==> config.mk <==
export PLATFORM = sky130hd
export DESIGN_NAME = sdram_mode_burst_sequencer
export DESIGN_NICKNAME = d
export VERILOG_FILES = /design/src/verilog/sdram_mode_pkg.sv /design/src/verilog/lat_taps.sv /design/src/verilog/sdram_mode_burst_sequencer.sv
export SDC_FILE = /design/constraint.sdc
export NUM_CORES = 1
export LEC_CHECK = 0
export BUFFER_PORTS_ARGS = -buffer_cell sky130_fd_sc_hd__buf_2
export CAP_MARGIN = 0
export CORE_AREA = 2 2 78 80
export CTS_BUF_LIST = sky130_fd_sc_hd__clkbuf_8
export CTS_CLUSTER_SIZE = 16
export DETAILED_ROUTE_END_ITERATION = 6
export DIE_AREA = 0 0 80 82
export GPL_ROUTABILITY_DRIVEN = 0
export PLACE_DENSITY = 0.72
export SETUP_SLACK_MARGIN = 0.4
export SLEW_MARGIN = 15
export SYNTH_ARGS = -nofsm -noshare
export SYNTH_HDL_FRONTEND = slang
export SYNTH_HIERARCHICAL = 1
export SYNTH_SLANG_ARGS = --single-unit
==> constraint.sdc <==
create_clock -name i_clk -period 1.95 [get_ports i_clk]
set_input_delay 0.2925 -clock i_clk [delete_from_list [all_inputs] [get_ports i_clk]]
set_output_delay 0.2925 -clock i_clk [all_outputs]
set_load 0.005 [all_outputs]
==> src/verilog/sdram_mode_pkg.sv <==
// Package for the SDRAM mode and extended mode registers and burst column sequencer.
// Assumes a single 20 MHz clock shared with the memory controller pins.
`default_nettype none
package sdram_mode_pkg;

  // ==========================================================================
  // Sizes
  localparam int ADDR_W = 12;
  localparam int COL_W = 9;
  localparam int MAX_LAT = 3;
  localparam logic [8:0] PAGE_MASK_X16 = 9'h1FF;
  localparam logic [8:0] PAGE_MASK_X32 = 9'h0FF;

  // ==========================================================================
  // Field codes
  localparam logic [2:0] BL_1 = 3'h0;
  localparam logic [2:0] BL_2 = 3'h1;
  localparam logic [2:0] BL_4 = 3'h2;
  localparam logic [2:0] BL_8 = 3'h3;
  localparam logic [2:0] BL_PAGE = 3'h7;
  localparam logic [2:0] LAT_1 = 3'h1;
  localparam logic [2:0] LAT_2 = 3'h2;
  localparam logic [2:0] LAT_3 = 3'h3;
  localparam logic [1:0] BANK_BASE = 2'h0;
  localparam logic [1:0] BANK_EXT = 2'h2;

  // ==========================================================================
  // Reset values; the part itself powers up unknown, so these are chosen stand-ins.
  localparam logic [11:0] BASE_MODE_RESET = 12'h022;
  localparam logic [11:0] EXT_MODE_RESET = 12'h000;

  // ==========================================================================
  // Types
  typedef struct packed {
    logic cs_n;
    logic ras_n;
    logic cas_n;
    logic we_n;
    logic [1:0] ba;
    logic [ADDR_W-1:0] addr;
  } sdram_cmd_t;

  typedef struct packed {
    logic [1:0] reserved;
    logic write_burst_select_bit;
    logic op_mode_high_bit;
    logic op_mode_low_bit;
    logic [2:0] read_latency_field;
    logic burst_order_bit;
    logic [2:0] burst_len_field;
  } base_mode_t;

  typedef struct packed {
    logic [6:0] rfu;
    logic temp_setting_high_bit;
    logic temp_setting_low_bit;
    logic [2:0] partial_array_refresh;
  } ext_mode_t;

  typedef enum logic {SEQ_IDLE, SEQ_BURST} seq_state_t;

endpackage
`default_nettype wire

==> src/verilog/lat_taps.sv <==
// Shift line that delays a one-bit beat marker by up to DEPTH clocks.
// Tap 0 is the input itself; tap k is the input delayed k clocks.
`timescale 1ns/1ps
`default_nettype none
module lat_taps #(
  parameter int DEPTH = 3
) (
  input wire logic i_clk,
  input wire logic i_reset_n,
  input wire logic i_bit,
  output logic [DEPTH:0] o_taps
);

  logic [DEPTH:1] pipe_q;

  always_ff @(posedge i_clk) begin
    if (!i_reset_n) begin
      pipe_q <= '0;
    end else begin
      pipe_q <= {pipe_q[DEPTH-1:1], i_bit};
    end
  end

  assign o_taps = {pipe_q, i_bit};

endmodule
`default_nettype wire

==> src/verilog/sdram_mode_burst_sequencer.sv <==
// Mode and extended mode registers of a quad-bank SDRAM with the burst
// column sequencer and read latency timing that those registers steer.
// Assumes command pins are synchronous to i_clk and sampled on its edge.
`timescale 1ns/1ps
`default_nettype none
module sdram_mode_burst_sequencer
  import sdram_mode_pkg::*;
(
  input wire logic i_clk,
  input wire logic i_reset_n,
  input wire sdram_cmd_t i_cmd,
  input wire logic i_org_x32,
  output logic [COL_W-1:0] o_col,
  output logic o_beat_valid,
  output logic o_beat_write,
  output logic o_dq_oe,
  output logic o_rd_data_valid,
  output logic [1:0] o_temp_setting,
  output logic [2:0] o_partial_array_refresh,
  output logic o_mode_reserved
);

  // ==========================================================================
  // Command decode
  wire sel = ~i_cmd.cs_n;
  wire is_rw = sel & i_cmd.ras_n & ~i_cmd.cas_n;
  wire is_wr = is_rw & ~i_cmd.we_n;
  wire is_rd = is_rw & i_cmd.we_n;
  wire is_term = sel & i_cmd.ras_n & i_cmd.cas_n & ~i_cmd.we_n;
  wire is_lmr = sel & ~i_cmd.ras_n & ~i_cmd.cas_n & ~i_cmd.we_n;
  wire ld_base = is_lmr & (i_cmd.ba == BANK_BASE);
  wire ld_ext = is_lmr & (i_cmd.ba == BANK_EXT);

  // ==========================================================================
  // Mode registers
  base_mode_t base_q;
  ext_mode_t ext_q;

  always_ff @(posedge i_clk) begin
    if (!i_reset_n) begin
      base_q <= base_mode_t'(BASE_MODE_RESET);
      ext_q <= ext_mode_t'(EXT_MODE_RESET);
    end else begin
      if (ld_base) begin
        base_q <= base_mode_t'(i_cmd.addr);
      end
      if (ld_ext) begin
        ext_q <= ext_mode_t'(i_cmd.addr);
      end
    end
  end

  assign o_temp_setting = {ext_q.temp_setting_high_bit, ext_q.temp_setting_low_bit};
  assign o_partial_array_refresh = ext_q.partial_array_refresh;

  // ==========================================================================
  // Field decode; reserved length codes fall back to a single access so a
  // bad load never runs a burst off into a neighbouring block.
  wire [2:0] bl = base_q.burst_len_field;
  wire [2:0] lat = base_q.read_latency_field;
  wire bl_page = (bl == BL_PAGE);
  wire bl_ok = (bl == BL_1) | (bl == BL_2) | (bl == BL_4) | (bl == BL_8) | bl_page;
  wire lat_ok = (lat == LAT_1) | (lat == LAT_2) | (lat == LAT_3);
  wire [8:0] page_mask = i_org_x32 ? PAGE_MASK_X32 : PAGE_MASK_X16;
  wire [8:0] blk_mask = (bl == BL_2) ? 9'h001 : (bl == BL_4) ? 9'h003 :
                        (bl == BL_8) ? 9'h007 : 9'h000;
  wire single_wr = is_wr & base_q.write_burst_select_bit;
  wire [8:0] len_m1_d = single_wr ? 9'h000 : bl_page ? page_mask : blk_mask;
  wire page_d = bl_page & ~single_wr;
  assign o_mode_reserved = ~bl_ok | ~lat_ok | base_q.op_mode_low_bit |
                           base_q.op_mode_high_bit | (|base_q.reserved) |
                           (bl_page & base_q.burst_order_bit) | (|ext_q.rfu);

  // ==========================================================================
  // Burst column sequencer
  seq_state_t state_q;
  logic [8:0] col_q;
  logic [8:0] cnt_q;
  logic [8:0] len_m1_q;
  logic [2:0] start_off_q;
  logic inter_q;
  logic page_q;
  logic wr_q;

  wire [8:0] cnt1 = 9'(cnt_q + 9'h001);
  wire [2:0] off_seq = 3'(start_off_q + cnt1[2:0]);
  wire [2:0] off_int = start_off_q ^ cnt1[2:0];
  wire [2:0] off_next = (inter_q ? off_int : off_seq) & len_m1_q[2:0];
  wire [8:0] col_blk = (col_q & ~len_m1_q) | {6'h00, off_next};
  wire [8:0] col_page = 9'(col_q + 9'h001) & page_mask;
  wire last = ~page_q & (cnt_q == len_m1_q);
  wire [8:0] start_col = i_cmd.addr[8:0] & page_mask;

  always_ff @(posedge i_clk) begin
    if (!i_reset_n) begin
      state_q <= SEQ_IDLE;
      col_q <= '0;
      cnt_q <= '0;
      len_m1_q <= '0;
      start_off_q <= '0;
      inter_q <= 1'h0;
      page_q <= 1'h0;
      wr_q <= 1'h0;
    end else if (is_rw) begin
      state_q <= SEQ_BURST;
      col_q <= start_col;
      cnt_q <= '0;
      len_m1_q <= len_m1_d;
      start_off_q <= start_col[2:0];
      inter_q <= base_q.burst_order_bit & ~bl_page;
      page_q <= page_d;
      wr_q <= is_wr;
    end else begin
      unique case (state_q)
        SEQ_IDLE: begin
          cnt_q <= '0;
        end
        SEQ_BURST: begin
          if (is_term || last) begin
            state_q <= SEQ_IDLE;
          end else begin
            cnt_q <= cnt1;
            col_q <= page_q ? col_page : col_blk;
          end
        end
      endcase
    end
  end

  assign o_col = col_q;
  assign o_beat_valid = (state_q == SEQ_BURST);
  assign o_beat_write = o_beat_valid & wr_q;

  // ==========================================================================
  // Read latency; reserved latency codes act as three, the safest timing.
  logic [MAX_LAT:0] taps;
  wire [1:0] lat_m = lat_ok ? lat[1:0] : 2'h3;

  lat_taps #(.DEPTH(MAX_LAT)) u_lat_taps (
    .i_clk(i_clk),
    .i_reset_n(i_reset_n),
    .i_bit(o_beat_valid & ~wr_q),
    .o_taps(taps)
  );

  assign o_dq_oe = taps[lat_m - 2'h1];
  assign o_rd_data_valid = taps[lat_m];
endmodule
`default_nettype wire

==> results.py, run 1 <==
metrics = {
    "outcome": {
        "status": "finished clean",
    },
    "layout": {
        "diodes": 0,
        "syn_to_final_growth_pct": 19.14,
        "final-seq-area_um2": 1151,
        "nFillCells": 528,
        "nets": 364,
        "multi_input_area_um2": 1614,
        "drive_above_1_share_pct": 27.14,
    },
    "die": {
        "die_x_um": 80,
        "start_util_pct": 48.24,
        "die-height_um": 82,
        "fp-row-count": 28,
        "core_um2": 5746,
        "io_pins": 40,
        "die-area_um2": 6560,
    },
    "yosys": {
        "seq_area_frac_synth_pct": 40.45,
        "synth-compound-area-share_pct": 12.10,
        "avgSynthCellArea_um2": 9.395,
        "synth_cell_type_count": 49,
        "synthSimpleGateAreaFrac_pct": 23.34,
        "synth_mux_area_share_pct": 10.16,
        "synthAdderAreaFrac_pct": 2.889,
        "postSynthCellCount": 295,
        "synthesis.area_um2": 2771,
        "syn-num-nets": 321,
        "synth_xor_xnor_area_share_pct": 6.501,
        "yosysWarnings": 6,
        "synth_top_family_by_area": "simple AND/OR/NAND/NOR gates",
        "synth.ff_latch_count": 56,
    },
    "hold_path": {
        "min_path_cells": 3,
        "hold_class": "input pin to flip-flop",
    },
    "global_routing": {
        "grt_pass1_wl_um": 9887,
        "grt_max_degree": 47,
        "track_usage_pct": 19.35,
        "grt_pass1_vias": 2065,
        "antenna_found_initial": 0,
        "overflow": 0,
    },
    "power": {
        "peakVddDrop_mv": 0.4445,
        "p_total_mw": 1.966,
        "p_leak_nw": 1.361,
        "power_density_nw_per_um2": 595.4,
    },
    "worst_setup_path": {
        "reg2reg_slack_ns": 0.19,
        "critPathCaptureType": "flip-flop",
        "arrival_ns": 1.98,
        "crit_path_start_kind": "flip-flop",
        "required_ns": 2.16,
        "worst-setup-path-type": "flip-flop to flip-flop",
        "crit_fanout": 3,
        "worstRegToRegCells": 7,
    },
    "drt": {
        "ant_nets": 0,
        "wl_per_cell_um": 14.83,
        "via_count": 2219,
        "drtIter0Drc": 237,
        "first_pass_iters": 4,
        "via_per_inst": 5.360,
        "drt_drc_violations_left": 0,
        "wirelength_um": 6141,
    },
    "placement": {
        "dpl.hpwl_um": 4258,
        "io_buffers": 39,
    },
    "cts": {
        "ctsHoldBuffers": 0,
        "clockRootBuffer": "clkbuf_8",
        "cts_max_path_buffers": 2,
        "tritoncts": "done",
        "clk_pin_slew_worst_paths_ns": 0.10,
        "numClockSinks": 56,
        "numCtsBuffers": 5,
        "clk-insertion-delay-late_ns": 0.31,
        "htree_levels": 2,
    },
    "sta": {
        "finalCriticalPeriod_ns": 1.763,
        "max_slew_margin_pct": 64.04,
        "clock_skew_ns": 0.009274,
        "tightest_slew_ns": 0.5381,
        "finalCritPeriodShare_pct": 90.41,
        "hold_viol_final": 0,
        "finalSetupViolations": 0,
        "fmax_ghz": 0.5672,
        "setup_tns_ns": 0,
        "slew_viol_final": 0,
        "rsz0062_at_grt": "true",
    },
    "job": {
        "cap_violations": 0,
    },
}
-- worst paths after layout --
check,from,end
max,cnt_q[0],flip-flop
min,i_cmd[10],ext_q[10]
max reg2reg,cnt_q[0],flip-flop
min reg2reg,start_off_q[2],start_off_q[2]
-- layout by cell type (no fill, tap or decap), drive strengths merged, types with 2 or more instances in the layout --
master	Yosys	layout
a21boi	7	7
a21oi	10	10
a32o	3	3
and2	8	8
and3	3	3
and4	3	3
buf	10	56
clkbuf	10	5
dfxtp	56	56
ha	4	4
inv	4	5
mux2i	27	27
nand2	24	24
nand2b	3	3
nand3	8	8
nand4	7	7
nand4b	2	2
nor2	16	16
nor2b	27	27
nor3	4	4
nor3b	2	2
nor4	4	4
o2111ai	2	2
o211ai	3	3
o21ai	11	11
o21bai	3	3
o22a	4	4
xnor2	11	11
xor2	7	7
-- logic make-up (layout without fill, tap and decap cells) --
logic type | after synthesis | count (layout)
simple gates | 114 | 114
flops | 56 | 56
compound gates | 48 | 48
mux | 28 | 28
buf+inv | 24 | 68
xor+xnor | 19 | 19
fa+ha+maj | 6 | 6
-- area by class of cell --
type,instances,share of cell area (%)
repair buffers,56,10.27
inverters,4,0.4547
multi-input cells,215,48.88
clock inverters,3,0.6063
clock buffers,5,2.084
flip-flops and latches,56,34.86
well taps,75,2.842
-- per-layer routing --
metal  global-route usage, %  wire (µm)
met5                       0          0
met4                   4.068         27
met2                   30.58       2914
met3                   4.615        215
met1                   27.05       2984
-- synthesized netlist by cell type, drive strengths merged --
cell | count | area (µm²)
nor4 | 4 | 31.28
nand3 | 8 | 40.04
maj3 | 1 | 10.01
xnor3 | 1 | 22.52
nand4b | 2 | 17.52
o21ai | 11 | 58.81
o22a | 4 | 35.03
nand2 | 24 | 90.09
o21bai | 3 | 22.52
mux2i | 27 | 270.3
a21boi | 7 | 52.55
or4 | 1 | 11.26
nor3 | 4 | 31.28
nor3b | 2 | 15.01
a31oi | 1 | 6.260
buf | 10 | 73.82
o211ai | 3 | 27.52
a311o | 1 | 10.01
xnor2 | 11 | 96.34
nor2 | 16 | 60.06
o2111ai | 2 | 17.52
clkbuf | 10 | 37.54
dfxtp | 56 | 1121
nand2b | 3 | 18.77
inv | 4 | 15.01
ha | 4 | 50.05
o211a | 1 | 10.01
a32o | 3 | 30.03
a21oi | 10 | 50.05
fa | 1 | 20.02
and2 | 8 | 50.05
nand4bb | 1 | 11.26
nor2b | 27 | 168.9
xor2 | 7 | 61.31
a22oi | 1 | 7.510
a211oi | 1 | 7.510
and3 | 3 | 18.77
nand4 | 7 | 50.05
mux2 | 1 | 11.26
or3 | 1 | 6.260
and4 | 3 | 26.28
-- where the power goes --
group          leakage [nW]  internal, mW  switching (mW)
combinational         0.857        0.0767          0.0867
clock                0.0455         0.251           0.381
sequential            0.459          1.15          0.0177
total                  1.36          1.48           0.485
-- registers in the layout, summed over array words and instances (netlist names), named ones only --
register / flops
base_q: 6
bl: 3
cnt_q: 9
ext_q: 7
inter_q: 1
lat: 3
len_m1_q: 5
o_beat_valid: 1
o_col: 6
o_partial_array_refresh: 3
o_temp_setting: 2
start_off_q: 3
u_lat_taps/pipe_q: 3
wr_q: 1
-- stage by stage --
stage          hold WS, ns  std cells  instance area (µm²)  worst slack [ns]  utilization [%]
2_1_floorplan       0.4142        295                 2804            0.2514                -
3_3_place_gp        0.4689        399                 3069            0.2078            53.42
3_5_place_dp        0.4641        399                 3069            0.1980            53.42
4_1_cts             0.2394        413                 3252            0.1946            56.60
5_1_grt             0.2513        414                 3302            0.1115            57.47
6_report            0.2518        414                 3302            0.1870            57.47
-- worst max-delay path, stage by stage (launching register included) --
cell and delay [ns]:
dfxtp_4 0.37, ha_4 0.28, fa_2 0.42, mux2i_1 0.13, nor3b_1 0.07, a21oi_1 0.11, a21oi_1 0.07, a32o_1 0.22
-- repair_timing --
item | in CTS | in global routing
pin swaps | 5 | 9
endpoints found under the setup margin | 8 | 14
resized for setup | 16 | 10
setup buffers | 6 | 1
endpoints found under the hold margin | 0 | 0
Power figures use the tool's default switching activity.
==> inputs of run 2 (changes only) <==
GPL_ROUTABILITY_DRIVEN = not set   (was 0)
PLACE_DENSITY = 0.7   (was 0.72)
clock period = 1.8 ns   (was 1.95 ns; I/O delays follow)
==> run 2 against run 1 <==
Core utilization grew 2.5 points. Sequential power is 9% higher. Total power up 8.9%. Non-clock buffer count up 6. Worst hold slack worse by 0.032 ns. Global-route usage shrank 0.19 points. Final area rose by 4.4%. First-iteration DRC count fell by 40%. Critical path depth unchanged. Fmax fell by 1.6%. Sequential cell count unchanged. Largest cell class unchanged. Largest power group unchanged. Highest routed layer unchanged.
==> results.py, run 2 (synthesis gave the netlist of run 1 again) <==
metrics = {
    "layout": {
        "top_register": "cnt_q",
        "diodes": 0,
        "layout_commonest_cell": "dfxtp_1",
        "final_area_um2": 3447,
        "drive_above_1_share_pct": 30.52,
        "nets": 370,
        "largest_reg_flops": 9,
        "top_regs": "cnt_q x9, ext_q x7",
        "syn_to_final_growth_pct": 24.38,
        "fin_util_pct": 60.00,
        "layout_common_cells": "42 x dfxtp_1, 37 x buf_2, 26 x nor2b_1, 26 x mux2i_1, 23 x nand2_1",
    },
    "global_routing": {
        "overflow": 0,
        "grt_pass1_vias": 2067,
        "grt_max_degree": 47,
        "track_usage_pct": 19.16,
        "grt_pass1_wl_um": 9901,
        "antenna_found_initial": 0,
    },
    "die": {
        "die-height_um": 82,
        "die_x_um": 80,
        "io_pins": 40,
        "fp-row-count": 28,
        "die-area_um2": 6560,
        "core_um2": 5746,
        "start_util_pct": 48.24,
    },
    "placement": {
        "place_area_um2": 3090,
        "dpl.hpwl_um": 4309,
        "place.gp.congestion": 0.7968,
        "io_buffers": 39,
        "place_ws_ns": 0.03182,
    },
    "cts": {
        "numClockSinks": 56,
        "ctsHoldBuffers": 0,
        "cts_max_path_buffers": 2,
        "clk_pin_slew_worst_paths_ns": 0.10,
        "clk-insertion-delay-late_ns": 0.31,
        "htree_levels": 2,
        "tritoncts": "done",
        "numCtsBuffers": 5,
        "clockRootBuffer": "clkbuf_8",
    },
    "worst_setup_path": {
        "worst-setup-path-type": "flip-flop to flip-flop",
        "critPathCaptureType": "flip-flop",
        "crit_path_start_kind": "flip-flop",
        "arrival_ns": 2.05,
        "cp_cell_sequence": "ha_4, fa_2, mux2i_1, nor3b_1, a21oi_1, a21oi_1, a32o_1",
        "required_ns": 2.06,
        "crit_fanout": 2,
        "critical_path.max_stage_delay_ns": 0.51,
        "critPathSlowestCell": "fa_2",
        "path_common_cell": "a21oi_1",
    },
    "sta": {
        "fin_ws_ns": 0.007954,
        "finalCriticalPeriod_ns": 1.792,
        "clock_skew_ns": 0.008151,
        "tightest_slew_ns": 0.4395,
        "slew_viol_final": 0,
        "fmax_ghz": 0.5580,
        "rsz0062_at_grt": "true",
        "hold_viol_final": 0,
        "max_slew_margin_pct": 70.64,
        "finalSetupViolations": 0,
        "finalCritPeriodShare_pct": 99.56,
    },
    "drt": {
        "wl_per_cell_um": 15.10,
        "via_count": 2255,
        "drtIter0Drc": 142,
        "ant_nets": 0,
        "drt_drc_violations_left": 0,
        "wirelength_um": 6325,
        "via_per_inst": 5.382,
        "first_pass_iters": 4,
    },
    "power": {
        "power_density_nw_per_um2": 621.2,
        "p_leak_nw": 1.416,
        "peakVddDrop_mv": 0.4619,
    },
    "outcome": {
        "status": "finished clean",
    },
    "job": {
        "cap_violations": 0,
    },
    "hold_path": {
        "hold_class": "input pin to flip-flop",
    },
}
==> run 2: layout make-up <==
type                       count  area [µm²]
timing repair buffer          62       454.2
tap                           75       93.84
multi-input combinational    215        1652
inverter                       4       15.01
clock inverter                 2       12.51
sequential                    56        1151
clock buffer                   5       68.82
fill                         522        2298
==> run 2: layer usage <==
metal  share of wire (%)  vias to the layer above  global-route usage, %
met1                  48                     1070                  26.08
met4                0.96                        0                  4.576
li1                    -                     1122                      -
met5                   0                        -                      0
met2                  48                       57                  31.50
met3                 3.7                        6                  3.626
==> run 2: metrics by stage <==
step / hold WS [ns] / TNS (ns) / cells / power, mW
after detailed placement: 0.4669 / 0 / 399 / 1.469
after global routing: 0.2378 / -0.1307 / 419 / 2.230
final: 0.2195 / 0 / 419 / 2.141
after global placement: 0.4624 / 0 / 399 / 1.467
after CTS: 0.2184 / 0 / 413 / 2.133
after floorplan: 0.3917 / 0 / 295 / 1.393
==> run 2: worst max-delay path: cells and delay by family (launching register included) <==
kind	cells	cell delay, ns
compound gates	3	0.34
fa+ha+maj	2	0.75
flops	1	0.36
mux	1	0.06
simple gates	1	0.23
==> run 2: worst paths after layout <==
kind,start,end,slack [ns],cells after the start
worst max-delay path,cnt_q[1],flip-flop,0.008,7
worst min register to register,start_off_q[2],start_off_q[2],0.48,2
worst max register to register,cnt_q[1],flip-flop,0.008,7
worst min-delay path,i_cmd[11],ext_q[11],0.22,3
==> run 2: power by group <==
part | switching (mW) | internal (mW)
logic | 0.0959 | 0.102
registers | 0.0217 | 1.25
clock network | 0.408 | 0.265
total | 0.525 | 1.62
==> run 2: what timing repair did <==
action                                  CTS  global route
gates resized for setup                  19            17
pin swaps                                 3             6
hold endpoints to repair                  0             0
setup buffers                             7             5
endpoints found under the setup margin   16            19
gates cloned                              0             1
